File: src/rtl/ctm_cfg.svh
// Register offsets, field positions, reset values and timing counts of the capture timer
`ifndef CTM_CFG_SVH
`define CTM_CFG_SVH
`define CTM_OFS_COUNT      6'h00
`define CTM_OFS_CC_FIRST   6'h04
`define CTM_OFS_CC_SECOND  6'h08
`define CTM_OFS_MODE       6'h0c
`define CTM_OFS_CAPCTL     6'h10
`define CTM_OFS_PRESC      6'h14
`define CTM_OFS_IRQ_STAT   6'h18
`define CTM_OFS_IRQ_CLR    6'h1c
`define CTM_OFS_IRQ_EN     6'h20
`define CTM_MODE_OVF_BIT   0
`define CTM_MODE_OS_BIT    4
`define CTM_CAP_FIRST_BIT  0
`define CTM_CAP_SRC_BIT    1
`define CTM_CAP_SECOND_BIT 2
`define CTM_IRQ_FIRST_BIT  0
`define CTM_IRQ_SECOND_BIT 1
`define CTM_IRQ_OVF_BIT    2
`define CTM_RST_CC         16'h0000
`define CTM_RST_PRESC      8'h00
`define CTM_CNT_MAX        16'hffff
`define CTM_DIV_LOG2_A     2
`define CTM_DIV_LOG2_B     4
`define CTM_CAP_IRQ_WAIT   20
`endif

File: src/rtl/ctm_pkg.sv
// Types shared by the capture timer modules
package ctm_pkg;
   typedef enum logic [1:0] {
      CTM_STOP      = 2'b00,
      CTM_FREE      = 2'b01,
      CTM_CLR_EDGE  = 2'b10,
      CTM_CLR_MATCH = 2'b11
   } ctm_mode_t;
   typedef enum logic [1:0] {
      CTM_EDGE_FALL = 2'b00,
      CTM_EDGE_RISE = 2'b01,
      CTM_EDGE_NONE = 2'b10,
      CTM_EDGE_BOTH = 2'b11
   } ctm_edge_t;
   typedef enum logic [1:0] {
      CTM_PRE_DIV1  = 2'b00,
      CTM_PRE_DIVA  = 2'b01,
      CTM_PRE_DIVB  = 2'b10,
      CTM_PRE_EXT   = 2'b11
   } ctm_presc_t;
endpackage

File: src/rtl/ctm_edge_if.sv
// Signals between the timer core and one edge input filter
interface ctm_edge_if;
   import ctm_pkg::*;
   logic      lvl;
   logic      sample_en;
   logic      run;
   ctm_edge_t edge_sel;
   logic      valid_edge;
   logic      reverse_edge;
   modport filt (input lvl, sample_en, run, edge_sel, output valid_edge, reverse_edge);
   modport core (output lvl, sample_en, run, edge_sel, input valid_edge, reverse_edge);
endinterface

File: src/rtl/ctm_edge_filt.sv
// Noise filter and edge classifier for one edge input
module ctm_edge_filt (
   // Clock and reset
   input wire logic   sys_clk,
   input wire logic   rst_n,
   // Core side
   ctm_edge_if.filt   port
);
   import ctm_pkg::*;
   logic smp_r;
   logic filt_r;
   logic seen_run_r;
   logic valid_r;
   logic reverse_r;
   logic stable;
   logic change;
   logic rise;

   // A level counts only when it matches the previous sample
   assign stable = port.sample_en && (port.lvl == smp_r);
   assign change = stable && (port.lvl != filt_r);
   assign rise   = port.lvl;

   // Sample register
   always_ff @(posedge sys_clk or negedge rst_n) begin
      if (!rst_n) begin
         smp_r <= 1'b0;
      end else if (port.sample_en) begin
         smp_r <= port.lvl;
      end
   end

   // first enable edge
   // Filtered level stays low until the first run, so a high input then reads as a rise
   always_ff @(posedge sys_clk or negedge rst_n) begin
      if (!rst_n) begin
         seen_run_r <= 1'b0;
         filt_r     <= 1'b0;
      end else begin
         if (port.run) begin
            seen_run_r <= 1'b1;
         end
         if (stable && (port.run || seen_run_r)) begin
            filt_r <= port.lvl;
         end
      end
   end

   // ignored while stopped
   // Edge strobes are classified against the selected polarity
   always_ff @(posedge sys_clk or negedge rst_n) begin
      if (!rst_n) begin
         valid_r   <= 1'b0;
         reverse_r <= 1'b0;
      end else begin
         valid_r   <= 1'b0;
         reverse_r <= 1'b0;
         if (change && port.run) begin
            case (port.edge_sel)
               CTM_EDGE_FALL: begin
                  valid_r   <= !rise;
                  reverse_r <= rise;
               end
               CTM_EDGE_RISE: begin
                  valid_r   <= rise;
                  reverse_r <= !rise;
               end
               CTM_EDGE_BOTH: begin
                  valid_r   <= 1'b1;
               end
               default: begin
                  valid_r   <= 1'b0;
               end
            endcase
         end
      end
   end

   assign port.valid_edge   = valid_r;
   assign port.reverse_edge = reverse_r;
endmodule

File: src/rtl/ctm_presc.sv
// Count clock generator: free-running divider or external event strobe
`include "ctm_cfg.svh"
module ctm_presc #(
   parameter int DIV_A = `CTM_DIV_LOG2_A,
   parameter int DIV_B = `CTM_DIV_LOG2_B
) (
   // Clock and reset
   input  wire logic              sys_clk,
   input  wire logic              rst_n,
   // Selection and strobes
   input  wire ctm_pkg::ctm_presc_t sel,
   input  wire logic              ext_tick,
   output logic                   tick
);
   import ctm_pkg::*;
   logic [DIV_B-1:0] div_r;

   // start not aligned
   // Divider never resets on timer start, so the first tick lands anywhere in a period
   always_ff @(posedge sys_clk or negedge rst_n) begin
      if (!rst_n) begin
         div_r <= '0;
      end else begin
         div_r <= div_r + 1'b1;
      end
   end

   // Tick selection
   always_comb begin
      case (sel)
         CTM_PRE_DIV1: tick = 1'b1;
         CTM_PRE_DIVA: tick = (div_r[DIV_A-1:0] == '1);
         CTM_PRE_DIVB: tick = (div_r == '1);
         default:      tick = ext_tick;
      endcase
   end
endmodule

File: src/rtl/ctm_timer.sv
// 16-bit timer/event counter with two capture/compare registers and an Avalon-MM slave
//
// The Avalon-MM interface to the registers and the register offsets were chosen for this implementation.
`include "ctm_cfg.svh"

// Overview of operation
// - First match may slip one count clock
// - Capture proceeds during read; reverse edge silent
// - Capture contents undefined after stop
// - Overflow flag on wrap or FFFF match
// - Clear ignored until counter leaves zero
// - One-shot only free-run or edge-clear
// - Input-as-count-clock disables its capture
// - Capture now, interrupt at next tick
// - Source bit: reverse capture, external interrupt
// - First enable treats high as rise
// - Filter clock depends on input use
// - Two equal samples make an edge
// - Inputs ignored while timer stopped
// - Mode codes stop, free, edge-clear, match-clear
module ctm_timer (
   // Clock and reset
   input  wire logic        sys_clk,
   input  wire logic        rst_n,
   // Avalon-MM slave
   input  wire logic [5:0]  address,
   input  wire logic        read,
   input  wire logic        write,
   input  wire logic [31:0] writedata,
   output logic      [31:0] readdata,
   output logic             waitrequest,
   // Edge inputs
   input  wire logic        edge_input_first,
   input  wire logic        edge_input_second,
   // Events and outputs
   output logic             first_event_irq,
   output logic             second_event_irq,
   output logic             irq,
   output logic             oneshot_out
);
   import ctm_pkg::*;

   logic [15:0] main_counter_r;
   logic [15:0] capture_compare_first_r;
   logic [15:0] capture_compare_second_r;
   ctm_mode_t   op_mode_r;
   logic        overflow_flag_r;
   logic        ovf_hold_r;
   logic        oneshot_en_r;
   logic        first_capture_r;
   logic        second_capture_r;
   logic        capture_source_select_r;
   ctm_presc_t  prescaler_select_r;
   ctm_edge_t   edge_sel_first_r;
   ctm_edge_t   edge_sel_second_r;
   logic [2:0]  irq_stat_r;
   logic [2:0]  irq_en_r;
   logic        ack_r;
   logic        pend_first_r;
   logic        pend_second_r;
   logic        first_irq_r;
   logic        second_irq_r;
   logic        os_active_r;

   logic        run;
   logic        tick;
   logic        wr_fire;
   logic        e1v;
   logic        e1r;
   logic        e2v;
   logic        clr_edge;
   logic        ovf_ev;
   logic        match_first;
   logic        match_second;
   logic        cap_first;
   logic        cap_first_irq;
   logic        cap_second;
   logic        ext_first;
   logic        ext_count;
   logic [2:0]  ev_vec;
   logic [31:0] rd_nxt;

   ctm_edge_if eif [2] ();

   assign run       = (op_mode_r != CTM_STOP);
   assign ext_count = (prescaler_select_r == CTM_PRE_EXT);

   // Edge filter channels; first channel feeds both counting and capture
   assign eif[0].lvl      = edge_input_first;
   assign eif[1].lvl      = edge_input_second;
   assign eif[0].run      = run;
   assign eif[1].run      = run;
   assign eif[0].edge_sel = edge_sel_first_r;
   assign eif[1].edge_sel = edge_sel_second_r;
   assign eif[0].sample_en = ext_count ? 1'b1 : tick;
   assign eif[1].sample_en = tick;

   genvar g;
   generate
      for (g = 0; g < 2; g++) begin : gen_filt
         ctm_edge_filt u_filt (
            .sys_clk (sys_clk),
            .rst_n   (rst_n),
            .port    (eif[g])
         );
      end
   endgenerate

   assign e1v = eif[0].valid_edge;
   assign e1r = eif[0].reverse_edge;
   assign e2v = eif[1].valid_edge;

   // Count clock source; external counting uses the first input's valid edge
   ctm_presc u_presc (
      .sys_clk  (sys_clk),
      .rst_n    (rst_n),
      .sel      (prescaler_select_r),
      .ext_tick (e1v),
      .tick     (tick)
   );

   // Event decode
   // edge-clear mode
   assign clr_edge     = (op_mode_r == CTM_CLR_EDGE) && e1v && !ext_count;
   assign ovf_ev       = run && tick && !clr_edge && (main_counter_r == `CTM_CNT_MAX);
   assign match_first  = run && tick && !first_capture_r && (main_counter_r == capture_compare_first_r);
   assign match_second = run && tick && !second_capture_r && (main_counter_r == capture_compare_second_r);
   assign cap_first    = first_capture_r &&
                         (capture_source_select_r ? (e1r && !ext_count) : e2v);
   assign cap_second   = second_capture_r && e1v && !ext_count;
   assign cap_first_irq = cap_first && !capture_source_select_r;
   assign ext_first     = first_capture_r && capture_source_select_r && e2v;

   // Bus handshake: one wait cycle, write lands on the released edge
   assign waitrequest = (read || write) && !ack_r;
   assign wr_fire     = write && ack_r;

   always_ff @(posedge sys_clk or negedge rst_n) begin
      if (!rst_n) begin
         ack_r <= 1'b0;
      end else begin
         ack_r <= (read || write) && !ack_r;
      end
   end

   // Main counter
   always_ff @(posedge sys_clk or negedge rst_n) begin
      if (!rst_n) begin
         main_counter_r <= 16'h0000;
      end else if (!run || clr_edge) begin
         main_counter_r <= 16'h0000;
      end else if (tick) begin
         if (op_mode_r == CTM_CLR_MATCH && main_counter_r == capture_compare_first_r) begin
            main_counter_r <= 16'h0000;
         end else begin
            main_counter_r <= main_counter_r + 16'h0001;
         end
      end
   end

   // First capture/compare; capture wins over a simultaneous software write
   // capture during read
   // values not kept meaningful after stop, no clean-up is done
   always_ff @(posedge sys_clk or negedge rst_n) begin
      if (!rst_n) begin
         capture_compare_first_r <= `CTM_RST_CC;
      end else if (cap_first) begin
         capture_compare_first_r <= main_counter_r;
      end else if (wr_fire && address == `CTM_OFS_CC_FIRST) begin
         capture_compare_first_r <= writedata[15:0];
      end
   end

   // Second capture/compare
   always_ff @(posedge sys_clk or negedge rst_n) begin
      if (!rst_n) begin
         capture_compare_second_r <= `CTM_RST_CC;
      end else if (cap_second) begin
         capture_compare_second_r <= main_counter_r;
      end else if (wr_fire && address == `CTM_OFS_CC_SECOND) begin
         capture_compare_second_r <= writedata[15:0];
      end
   end

   // Control registers
   always_ff @(posedge sys_clk or negedge rst_n) begin
      if (!rst_n) begin
         op_mode_r               <= CTM_STOP;
         oneshot_en_r            <= 1'b0;
         first_capture_r         <= 1'b0;
         second_capture_r        <= 1'b0;
         capture_source_select_r <= 1'b0;
         prescaler_select_r      <= CTM_PRE_DIV1;
         edge_sel_first_r        <= CTM_EDGE_FALL;
         edge_sel_second_r       <= CTM_EDGE_FALL;
         irq_en_r                <= 3'h0;
      end else if (wr_fire) begin
         case (address)
            `CTM_OFS_MODE: begin
               op_mode_r    <= ctm_mode_t'(writedata[3:2]);
               oneshot_en_r <= writedata[`CTM_MODE_OS_BIT];
            end
            `CTM_OFS_CAPCTL: begin
               first_capture_r         <= writedata[`CTM_CAP_FIRST_BIT];
               capture_source_select_r <= writedata[`CTM_CAP_SRC_BIT];
               second_capture_r        <= writedata[`CTM_CAP_SECOND_BIT];
            end
            `CTM_OFS_PRESC: begin
               prescaler_select_r <= ctm_presc_t'(writedata[1:0]);
               if (!run) begin
                  edge_sel_first_r  <= ctm_edge_t'(writedata[5:4]);
                  edge_sel_second_r <= ctm_edge_t'(writedata[7:6]);
               end
            end
            `CTM_OFS_IRQ_EN: begin
               irq_en_r <= writedata[2:0];
            end
            default: begin
               irq_en_r <= irq_en_r;
            end
         endcase
      end
   end

   // Overflow flag; hold window lasts until the counter moves on from zero
   always_ff @(posedge sys_clk or negedge rst_n) begin
      if (!rst_n) begin
         ovf_hold_r <= 1'b0;
      end else if (ovf_ev) begin
         ovf_hold_r <= 1'b1;
      end else if (tick || !run) begin
         ovf_hold_r <= 1'b0;
      end
   end

   // clear ignored early
   // Software clear by writing zero; set and hold window both win over it
   always_ff @(posedge sys_clk or negedge rst_n) begin
      if (!rst_n) begin
         overflow_flag_r <= 1'b0;
      end else if (ovf_ev || ovf_hold_r) begin
         overflow_flag_r <= overflow_flag_r | ovf_ev;
      end else if (wr_fire && address == `CTM_OFS_MODE && !writedata[`CTM_MODE_OVF_BIT]) begin
         overflow_flag_r <= 1'b0;
      end
   end

   // interrupt at next tick
   // Captured value lands at once, its interrupt waits for the following count tick
   always_ff @(posedge sys_clk or negedge rst_n) begin
      if (!rst_n) begin
         pend_first_r  <= 1'b0;
         pend_second_r <= 1'b0;
      end else if (!run) begin
         pend_first_r  <= 1'b0;
         pend_second_r <= 1'b0;
      end else begin
         pend_first_r  <= cap_first_irq || (pend_first_r && !tick);
         pend_second_r <= cap_second || (pend_second_r && !tick);
      end
   end

   // Event pulses
   always_ff @(posedge sys_clk or negedge rst_n) begin
      if (!rst_n) begin
         first_irq_r  <= 1'b0;
         second_irq_r <= 1'b0;
      end else begin
         first_irq_r  <= match_first || (pend_first_r && tick) || ext_first;
         second_irq_r <= match_second || (pend_second_r && tick);
      end
   end

   assign first_event_irq  = first_irq_r;
   assign second_event_irq = second_irq_r;
   assign ev_vec = {ovf_ev, second_irq_r, first_irq_r};

   // Sticky status; an event in the clearing cycle survives
   always_ff @(posedge sys_clk or negedge rst_n) begin
      if (!rst_n) begin
         irq_stat_r <= 3'h0;
      end else if (wr_fire && address == `CTM_OFS_IRQ_CLR) begin
         irq_stat_r <= (irq_stat_r & ~writedata[2:0]) | ev_vec;
      end else begin
         irq_stat_r <= irq_stat_r | ev_vec;
      end
   end

   assign irq = |(irq_stat_r & irq_en_r);

   // One-shot pulse: starts on first-input valid edge, ends on first compare match
   // no one-shot in match-clear
   always_ff @(posedge sys_clk or negedge rst_n) begin
      if (!rst_n) begin
         os_active_r <= 1'b0;
      end else if (!oneshot_en_r || !run || op_mode_r == CTM_CLR_MATCH) begin
         os_active_r <= 1'b0;
      end else if (os_active_r) begin
         if (tick && main_counter_r == capture_compare_first_r) begin
            os_active_r <= 1'b0;
         end
      end else if (e1v && !ext_count) begin
         os_active_r <= 1'b1;
      end
   end

   assign oneshot_out = os_active_r;

   // Read mux; unmapped and write-only offsets read as zero
   always_comb begin
      rd_nxt = 32'h0000_0000;
      case (address)
         `CTM_OFS_COUNT:     rd_nxt[15:0] = main_counter_r;
         `CTM_OFS_CC_FIRST:  rd_nxt[15:0] = capture_compare_first_r;
         `CTM_OFS_CC_SECOND: rd_nxt[15:0] = capture_compare_second_r;
         `CTM_OFS_MODE:      rd_nxt[4:0]  = {oneshot_en_r, op_mode_r, 1'b0, overflow_flag_r};
         `CTM_OFS_CAPCTL:    rd_nxt[2:0]  = {second_capture_r, capture_source_select_r, first_capture_r};
         `CTM_OFS_PRESC:     rd_nxt[7:0]  = {edge_sel_second_r, edge_sel_first_r, 2'b00, prescaler_select_r};
         `CTM_OFS_IRQ_STAT:  rd_nxt[2:0]  = irq_stat_r;
         `CTM_OFS_IRQ_EN:    rd_nxt[2:0]  = irq_en_r;
         default:            rd_nxt = 32'h0000_0000;
      endcase
   end

   always_ff @(posedge sys_clk or negedge rst_n) begin
      if (!rst_n) begin
         readdata <= 32'h0000_0000;
      end else if (read && !ack_r) begin
         readdata <= rd_nxt;
      end
   end

   // Checks
   localparam int CAP_WAIT = `CTM_CAP_IRQ_WAIT;
endmodule

File: config.mk
export PLATFORM = sky130hd
export DESIGN_NAME = ctm_timer
export DESIGN_NICKNAME = d
export VERILOG_FILES = /design/src/rtl/ctm_pkg.sv /design/src/rtl/ctm_edge_if.sv /design/src/rtl/ctm_edge_filt.sv /design/src/rtl/ctm_presc.sv /design/src/rtl/ctm_timer.sv
export VERILOG_INCLUDE_DIRS = /design/src /design/src/rtl
export SDC_FILE = /design/constraint.sdc
export NUM_CORES = 1
export LEC_CHECK = 0
export ABC_AREA = 0
export BUFFER_PORTS_ARGS = -buffer_cell sky130_fd_sc_hd__clkbuf_2
export CORE_AREA = 3 3 108 110
export DETAILED_ROUTE_END_ITERATION = 8
export DIE_AREA = 0 0 111 113
export GPL_ROUTABILITY_DRIVEN = 0
export PLACE_DENSITY = 0.75
export SYNTH_ARGS = -nofsm -noshare
export SYNTH_HDL_FRONTEND = slang
export SYNTH_SLANG_ARGS = --single-unit
File: constraint.sdc
create_clock -name sys_clk -period 2.1 [get_ports sys_clk]
set_input_delay 0.42 -clock sys_clk [delete_from_list [all_inputs] [get_ports sys_clk]]
set_output_delay 0.42 -clock sys_clk [all_outputs]
set_load 0.02 [all_outputs]
==> flow_summary.ini, run 1 <==
[finish]
finish.cell_count_without_fillers = 784
mostFrequentLayoutCell = dfrtp_1
final_util_pct = 59.17
area_growth_pct = 14.29
finalNetCount = 685
layout.cells.most_common_list = 102 x dfrtp_1, 55 x nand2_1, 49 x buf_4, 47 x clkbuf_2, 40 x nor2_1
fraction_of_final_layout_cells_with_drive_strength_greater_than_1_pct = 22.52
fillCellCount = 903
diodes = 0

[routing]
dr_total_vias = 4653
detail_route.wirelength_microns = 13970
initialDrtViolationCount = 600
avgViaCountPerCell = 5.935
route.detailed.wl_per_inst_microns = 17.82
detail_route.first_pass.iterations = 5
antenna_violating_nets_post_route = 0
drc = 0

[place]
place.detailed.hpwl_microns = 10240
place.detailed.instances = 768
io_buffers = 48

[sta]
rsz0062_at_grt = no
period_share_pct = 92.49
slew_headroom_pct = 65.72
timing_hold_violations_final = 6
largest_clock_skew_in_the_final_design_ps = 12.59
setup_violations = 0
final_period_minus_worst_setup_slack_ps = 1942
max_freq_mhz = 514.9
max_slew.worst_pin.slew_ps = 509.4
setup_tns_ps = 0
hold_slack_ps = -7.754
final-max-slew-violation-count = 0

[cts]
cts_max_level = 3
cts_tree = built
tritoncts.num_buffers = 9
path_clk_slew_ps = 100
worstSkewPairLatency_ps = 380
clk_root_buffer_cell = clkbuf_8
max-clock-path-buffers = 2
clock-sinks = 102

[synth]
yosys_warnings = 0
syn_avg_cell_area_sq_um = 9.701
ys_ff_latch = 102
synth-edff-count = 0
syn-cell-area_sq_mm = 0.005588
synth_ff_type = dfrtp_1
synth_cell_types = 56
synthArstFlopShare_pct = 100.0
mapped_cells = 576
synth_sequential_area_ratio_pct = 45.68

[power]
comb_power_share_pct = 14.8
power_density_mw_per_mm2 = 645.1
p_leak_uw = 0.002905
p_sw_uw = 1185
total_power_uw = 4120
power.switching_fraction_pct = 28.77
power.sequential.fraction_pct = 54.3
cell_internal_pwr_uw = 2935
max-vdd-ir-drop_mv = 0.4084
power_frac_clock_pct = 30.9

[worst_setup_path]
critPathMaxStageDelay_ps = 500
cp-start-kind = flop
worstPathCellList = a21bo_2 > a21oi_1 > buf_4 > nor3_1 > or3_1 > a21oi_1
worst-endpoint-required_ps = 2400
critPathTopFamily = compound AO/OA/AOI/OAI gates
critical_path_buf_inv_count = 1
slowest_library_cell_on_the_worst_path = dfrtp_1
critical_path.most_common_cell = a21oi_1
end_kind = flop
critPathArrivalTime_ps = 2240
worstSetupPathType = flop to flop
critical_path_peak_fanout = 12

[global_route]
vias_in_the_first_global_route = 4547
pin_count_of_the_biggest_net_entering_global_routing = 44
grt_overflow = 0
grt_util_all_layers_pct = 22.99
grt_first_pass_wirelength_microns = 23290
antenna_found_initial = 0

[worst_hold_path]
worst_min_delay_path_class = primary input to asynchronous set/reset pin

[die]
initial_utilization_pct = 51.77
floorplan.die.width_microns = 111
floorplan.core_area_sq_mm = 0.01079
dieArea_sq_mm = 0.01254
num_io_pins = 81
die_h_microns = 113
rows = 38

[flow_run]
max_cap_viol_count = 0

[outcome]
status = finished, violations left
failed_checks = hold timing
## power groups by stage
stage,Clock [uW],Combinational [uW],Sequential [uW]
3_3_place_gp,0,584,2270
6_report,1270,609,2240
2_1_floorplan,0,415,2220
3_5_place_dp,0,603,2270
4_1_cts,1280,609,2240
5_1_grt,1370,675,2260
## cells in the mapped netlist (2+ instances only)
cell type	n	area share, %
nand4_1	9	1.0
nand3_1	11	0.99
o311ai_0	4	0.63
buf_2	4	0.36
ha_1	2	0.45
nor2b_1	4	0.45
a22oi_1	8	1.1
inv_1	7	0.47
clkbuf_1	38	2.6
dfrtp_1	102	46
xor2_1	12	1.9
o21ai_1	4	0.36
o21ai_0	37	3.3
nor3_1	11	0.99
buf_1	3	0.20
a21o_1	4	0.54
a222oi_1	14	2.5
mux2i_1	32	5.7
buf_4	16	2.1
a221oi_1	2	0.31
nor3b_1	2	0.27
nand2_1	55	3.7
mux2_2	16	3.2
and2_1	3	0.34
or2_2	2	0.22
a21oi_1	38	3.4
a22o_1	6	0.94
o31ai_1	6	0.81
nand4b_1	2	0.31
a31oi_1	5	0.56
nor2_1	40	2.7
a32oi_1	3	0.47
and4_1	2	0.31
xnor2_1	32	5.0
and3_1	8	0.90
nor4_1	3	0.34
or3_1	9	1.0
a21bo_2	2	0.36
## final cells by class
class                   count  area, sq um  share of cell area [%]
clock buffers              11        141.4                   2.214
clock inverters             5        58.81                  0.9208
inverters                   7        26.28                  0.4114
multi-input cells         419         2749                   43.04
flip-flops and latches    102         2552                   39.97
well taps                 140        175.2                   2.743
repair buffers            100        683.2                   10.70
## flip-flops by register name (all words and copies together) (netlist names), 2 cells and up
name / cells
edge_sel_first_r: 2
gen_filt.u_filt.port.valid_edge: 2
capture_compare_first_r: 16
gen_filt.u_filt.filt_r: 2
irq_en_r: 3
op_mode_r: 2
prescaler_select_r: 2
u_presc.div_r: 4
capture_compare_second_r: 16
readdata: 16
gen_filt.u_filt.smp_r: 2
main_counter_r: 16
irq_stat_r: 3
edge_sel_second_r: 2
## cells by family (layout without fill, tap and decap cells)
family	Yosys count	in the layout	share of synthesized area, %
AO/OA/AOI/OAI	138	138	16.05
XOR/XNOR	44	44	6.897
adder cells (fa/ha/maj)	2	2	0.4478
buffers and inverters	70	123	6.292
flip-flops	102	102	45.68
multiplexers	48	48	8.957
other	1	16	0.06711
AND/OR/NAND/NOR	171	171	15.61
## routing by layer
metal	global-route usage, %	up-vias	wire length, microns
li1	-	2164	-
met1	31.38	2270	6046
met2	37.90	198	6720
met3	4.225	21	989
met4	6.568	0	214
met5	0	-	0
## through the flow
stage / area [sq um] / hold WS, ps / worst slack, ps
finish: 6386 / -7.754 / 157.7
global route: 6386 / 12.03 / 53.62
CTS: 6385 / 1.890 / 44.66
detailed placement: 6185 / 405.7 / -21.21
global placement: 6185 / 403.6 / 1.303
floorplan: 5644 / 124.4 / 61.42
## repair_timing
action | 4_1_cts | 5_1_grt
gates resized for setup | 0 | 1
hold buffers | 0 | 0
buffers inserted | 0 | 0
endpoints found under the setup margin | 0 | 14
hold endpoints to repair | 0 | 0
## worst paths after layout
kind	startpoint	cells after the start	slack, ps	to
hold / removal	rst_n	1	-8	irq_en_r[2]$_DFFE_PN0P_
hold reg to reg	u_presc.div_r[0]$_DFF_PN0_	1	460	u_presc.div_r[0]$_DFF_PN0_
setup reg to reg	prescaler_select_r[1]$_DFFE_PN0P_	6	160	main_counter_r[10]$_DFFE_PN0P_
min in group sys_clk	writedata[6]	2	310	edge_sel_second_r[0]$_DFFE_PN0P_
max in group asynchronous	rst_n	2	1480	readdata[4]$_DFFE_PN0P_
setup / recovery	prescaler_select_r[1]$_DFFE_PN0P_	6	160	main_counter_r[10]$_DFFE_PN0P_
Note: power is estimated with default switching activity, not from simulation.
==> run 2: changes to the inputs <==
--- a/config.mk
+++ b/config.mk
@@ -8,11 +8,11 @@
 export LEC_CHECK = 0
 export ABC_AREA = 0
 export BUFFER_PORTS_ARGS = -buffer_cell sky130_fd_sc_hd__clkbuf_2
-export CORE_AREA = 3 3 108 110
+export CORE_AREA = 2 2 102 104
 export DETAILED_ROUTE_END_ITERATION = 8
-export DIE_AREA = 0 0 111 113
+export DIE_AREA = 0 0 104 106
 export GPL_ROUTABILITY_DRIVEN = 0
-export PLACE_DENSITY = 0.75
+export PLACE_DENSITY = 0.79
 export SYNTH_ARGS = -nofsm -noshare
 export SYNTH_HDL_FRONTEND = slang
 export SYNTH_SLANG_ARGS = --single-unit
==> constraint.sdc (replaced) <==
create_clock -name sys_clk -period 1.8 [get_ports sys_clk]
set_input_delay 0.36 -clock sys_clk [delete_from_list [all_inputs] [get_ports sys_clk]]
set_output_delay 0.36 -clock sys_clk [all_outputs]
set_load 0.02 [all_outputs]
==> flow_summary.ini, run 2 (synthesis results as in run 1) <==
[cts]
clk_root_buffer_cell = clkbuf_8
max-clock-path-buffers = 2
clock-sinks = 102
cts_tree = built
worstSkewPairLatency_ps = 370
cts_max_level = 3
path_clk_slew_ps = 90
tritoncts.num_buffers = 9

[routing]
antenna_violating_nets_post_route = 0
detail_route.first_pass.iterations = 8
initialDrtViolationCount = 582
dr_total_vias = 4945
route.detailed.wl_per_inst_microns = 18.94
avgViaCountPerCell = 6.082
detail_route.wirelength_microns = 15400
drc = 0

[sta]
worst_slack_ps = 15.37
setup_violations = 0
rsz0062_at_grt = yes
final_period_minus_worst_setup_slack_ps = 1785
period_share_pct = 99.15
max_slew.worst_pin.slew_ps = 610.4
slew_headroom_pct = 58.93
timing_hold_violations_final = 0
hold_slack_ps = 265.9
max_freq_mhz = 560.3
final-max-slew-violation-count = 0
largest_clock_skew_in_the_final_design_ps = 9.629

[place]
detailed_place.area_sq_mm = 0.006399
dp_worst_setup_slack_ps = -273.7
io_buffers = 48
place.detailed.hpwl_microns = 10990

[finish]
area_growth_pct = 21.97
layout.cells.most_common_list = 99 x dfrtp_1, 78 x buf_4, 55 x nand2_1, 46 x clkbuf_2, 40 x nor2_1
final_util_pct = 68.16
seq_area_sq_mm = 0.002556
fraction_of_final_layout_cells_with_drive_strength_greater_than_1_pct = 29.25
multi_input_gate_area_sq_mm = 0.002875
finalInstanceArea_sq_mm = 0.006815
mostFrequentLayoutCell = dfrtp_1
fillCellCount = 718
finalNetCount = 718
diodes = 0

[flow_run]
max_cap_viol_count = 0

[global_route]
pin_count_of_the_biggest_net_entering_global_routing = 39
grt_first_pass_wirelength_microns = 24320
grt_util_all_layers_pct = 27.81
antenna_found_initial = 0
vias_in_the_first_global_route = 4828
grt_overflow = 0

[power]
p_leak_uw = 0.003174
max-vdd-ir-drop_mv = 0.5015
power_density_mw_per_mm2 = 741.1

[worst_setup_path]
worst-endpoint-required_ps = 2100
critical_path_peak_fanout = 14
end_kind = flop
ff2ff_setup_slack_ps = 20
critPathArrivalTime_ps = 2080
cp-start-kind = flop
worstSetupPathType = flop to flop

[die]
die_h_microns = 106
floorplan.die.width_microns = 104
initial_utilization_pct = 55.88
num_io_pins = 81
floorplan.core_area_sq_mm = 0.01000
rows = 37
dieArea_sq_mm = 0.01102

[outcome]
status = finished clean

[worst_hold_path]
worst_min_delay_path_class = primary input to flop
[run 2: cell count changes in the layout (fill, tap and decap cells not counted), sizes merged]
cell / before / now
buf: 53 / 86
clkinv: 2 / 0
bufinv: 1 / 2
clkbuf: 58 / 59
clkinvlp: 2 / 1
dlygate4sd3: 0 / 1
[run 2: worst max-delay path, stage by stage, from the launching register on]
cell and delay (ps):
dfrtp_2 470, nand3_1 90, o21ai_0 80, buf_4 190, or2_2 310, a41o_1 280, buf_12 160, nor2_1 130
[run 2: worst paths after layout]
check	endpoint	cells past startpoint	startpoint
worst max-delay path	main_counter_r[3]$_DFFE_PN0P_	7	prescaler_select_r[0]$_DFFE_PN0P_
worst min-delay path	edge_sel_first_r[1]$_DFFE_PN0P_	2	writedata[5]
worst max register to register	main_counter_r[3]$_DFFE_PN0P_	7	prescaler_select_r[0]$_DFFE_PN0P_
worst min register to register	irq_stat_r[1]$_DFF_PN0_	1	second_event_irq$_DFF_PN0_
max in group asynchronous	prescaler_select_r[1]$_DFFE_PN0P_	3	rst_n
min in group asynchronous	capture_compare_first_r[10]$_DFFE_PN0P_	2	rst_n
[run 2: final cells by class]
class | instances | area share, %
multi-input combinational | 419 | 42.19
clock buffer | 13 | 2.185
sequential | 102 | 37.51
tap | 136 | 2.497
inverter | 7 | 0.3855
timing repair buffer | 133 | 14.25
clock inverter | 3 | 0.9914
[run 2: timing repair]
action                                 CTS  global route
pin swaps                                3            11
setup endpoints to repair               12            24
resized for setup                        7            22
setup buffers                            1             9
hold buffers                             1             0
endpoints found under the hold margin   17             0
[run 2: per-stage QoR]
step / power [uW] / setup TNS [ps] / std cells
final: 5051 / 0 / 813
after global routing: 5247 / -1036 / 813
after CTS: 4995 / 0 / 804
after detailed placement: 3423 / -10690 / 786
after global placement: 3372 / -8095 / 786
after floorplan: 3073 / -2118 / 591
[run 2: metal layers]
layer | up-vias | routed length (microns) | track usage [%]
met4 | 0 | 483 | 13.03
met3 | 40 | 1222 | 4.108
met2 | 264 | 7480 | 44.97
met1 | 2417 | 6217 | 37.21
met5 | - | 0 | 0
li1 | 2224 | - | -
[run 2: where the power goes]
group	switching, uW	internal [uW]	total (uW)
registers	174	2440	2610
logic	462	369	831
clock network	783	824	1610
total	1420	3630	5050
==> run 3: changes to the inputs <==
--- a/config.mk
+++ b/config.mk
@@ -12,6 +12,7 @@
 export DETAILED_ROUTE_END_ITERATION = 8
 export DIE_AREA = 0 0 104 106
 export GPL_ROUTABILITY_DRIVEN = 0
+export MAX_ROUTING_LAYER = met4
 export PLACE_DENSITY = 0.79
 export SYNTH_ARGS = -nofsm -noshare
 export SYNTH_HDL_FRONTEND = slang
==> flow_summary.ini, run 3 (synthesis results as in run 1) <==
[outcome]
status = finished, violations left
failed_checks = setup timing

[worst_setup_path]
ff2ff_setup_slack_ps = -60
worstSetupPathType = flop to flop
critPathArrivalTime_ps = 2150
critical_path_peak_fanout = 14
worst-endpoint-required_ps = 2100
cp-start-kind = flop
end_kind = flop

[power]
power_density_mw_per_mm2 = 742.0
p_leak_uw = 0.003170
max-vdd-ir-drop_mv = 0.4985

[cts]
worstSkewPairLatency_ps = 370
tritoncts.num_buffers = 9
cts_tree = built
clock-sinks = 102
path_clk_slew_ps = 90
max-clock-path-buffers = 2
cts_max_level = 3
clk_root_buffer_cell = clkbuf_8

[flow_run]
max_cap_viol_count = 0

[finish]
fillCellCount = 724
finalNetCount = 719
layout.cells.most_common_list = 100 x dfrtp_1, 79 x buf_4, 55 x nand2_1, 46 x clkbuf_2, 39 x nor2_1
multi_input_gate_area_sq_mm = 0.002859
mostFrequentLayoutCell = dfrtp_1
final_util_pct = 68.06
finalInstanceArea_sq_mm = 0.006805
seq_area_sq_mm = 0.002555
area_growth_pct = 21.79
diodes = 0
finish.cell_count_without_fillers = 814
fraction_of_final_layout_cells_with_drive_strength_greater_than_1_pct = 28.91

[global_route]
grt_first_pass_wirelength_microns = 24330
grt_util_all_layers_pct = 28.64
antenna_found_initial = 0
vias_in_the_first_global_route = 4828
pin_count_of_the_biggest_net_entering_global_routing = 39
grt_overflow = 0

[sta]
period_share_pct = 103.1
max_freq_mhz = 538.9
slew_headroom_pct = 60.23
final-max-slew-violation-count = 0
worst_slack_ps = -55.49
setup_tns_ps = -282.8
rsz0062_at_grt = yes
final_period_minus_worst_setup_slack_ps = 1855
timing_hold_violations_final = 0
setup_violations = 14
max_slew.worst_pin.slew_ps = 591.1
largest_clock_skew_in_the_final_design_ps = 8.417

[routing]
initialDrtViolationCount = 522
antenna_violating_nets_post_route = 0
route.detailed.wl_per_inst_microns = 18.84
drc = 0
dr_total_vias = 4992
detail_route.first_pass.iterations = 8
detail_route.wirelength_microns = 15330
avgViaCountPerCell = 6.133

[die]
initial_utilization_pct = 55.88
floorplan.die.width_microns = 104
rows = 37
dieArea_sq_mm = 0.01102
floorplan.core_area_sq_mm = 0.01000
num_io_pins = 81
die_h_microns = 106

[place]
detailed_place.area_sq_mm = 0.006399
place.detailed.hpwl_microns = 10990
dp_worst_setup_slack_ps = -273.7
io_buffers = 48
place.detailed.instances = 786

[worst_hold_path]
worst_min_delay_path_class = primary input to flop
## run 3: cell types whose count changed in the layout (fill, tap and decap cells not counted), sizes merged
| cell | previous run | this run |
|---|---|---|
| buf | 86 | 87 |
## run 3: routing by layer
| metal | GRT usage (%) | share of wire [%] | wire length (microns) | vias up |
|---|---|---|---|---|
| met5 | - | 0 | 0 | - |
| met4 | 12.84 | 3.8 | 586 | 0 |
| met2 | 44.92 | 48 | 7333 | 264 |
| met3 | 4.353 | 7.4 | 1141 | 57 |
| met1 | 37.25 | 41 | 6272 | 2446 |
| li1 | - | - | - | 2225 |
## run 3: through the flow
stage          hold WS (ps)  power (uW)
2_1_floorplan         64.41        3073
3_3_place_gp          276.0        3372
3_5_place_dp          276.9        3423
4_1_cts               266.2        4995
5_1_grt               271.7        5249
6_report              268.3        5049
## run 3: timing repair
action | in CTS | in global routing
endpoints found under the setup margin | 12 | 24
gates resized for setup | 7 | 19
hold buffers | 1 | 0
pin swaps | 3 | 11
hold endpoints to repair | 17 | 0
buffers inserted | 1 | 10
## run 3: worst max-delay path: stages (launching register included)
cell	delay (ps)
dfrtp_1	400
ha_1	230
a21boi_1	140
buf_4	160
or2_2	280
a41o_1	280
buf_12	160
nor2_1	130
## run 3: final timing paths
| kind | startpoint | endpoint | depth (start not counted) |
|---|---|---|---|
| max | u_presc.div_r[0]$_DFF_PN0_ | main_counter_r[3]$_DFFE_PN0P_ | 7 |
| min | writedata[5] | edge_sel_first_r[1]$_DFFE_PN0P_ | 2 |
| max reg2reg | u_presc.div_r[0]$_DFF_PN0_ | main_counter_r[3]$_DFFE_PN0P_ | 7 |
| min reg2reg | second_event_irq$_DFF_PN0_ | irq_stat_r[1]$_DFF_PN0_ | 1 |
| max in group asynchronous | rst_n | prescaler_select_r[0]$_DFFE_PN0P_ | 3 |
| min in group asynchronous | rst_n | capture_compare_first_r[10]$_DFFE_PN0P_ | 2 |
## run 3: report_power, final
part / switching, uW / internal (uW) / total [uW] / leakage (uW)
Clock: 781 / 825 / 1610 / 0.000104
Sequential: 172 / 2440 / 2610 / 0.00130
Combinational: 465 / 368 / 833 / 0.00176
Total: 1420 / 3630 / 5050 / 0.00317
## run 3: cell type report
cell class              instances  area share [%]
clock inverters                 3          0.9928
inverters                       7          0.3861
repair buffers                134           14.38
flip-flops and latches        102           37.54
multi-input cells             419           42.01
well taps                     136           2.500
clock buffers                  13           2.188
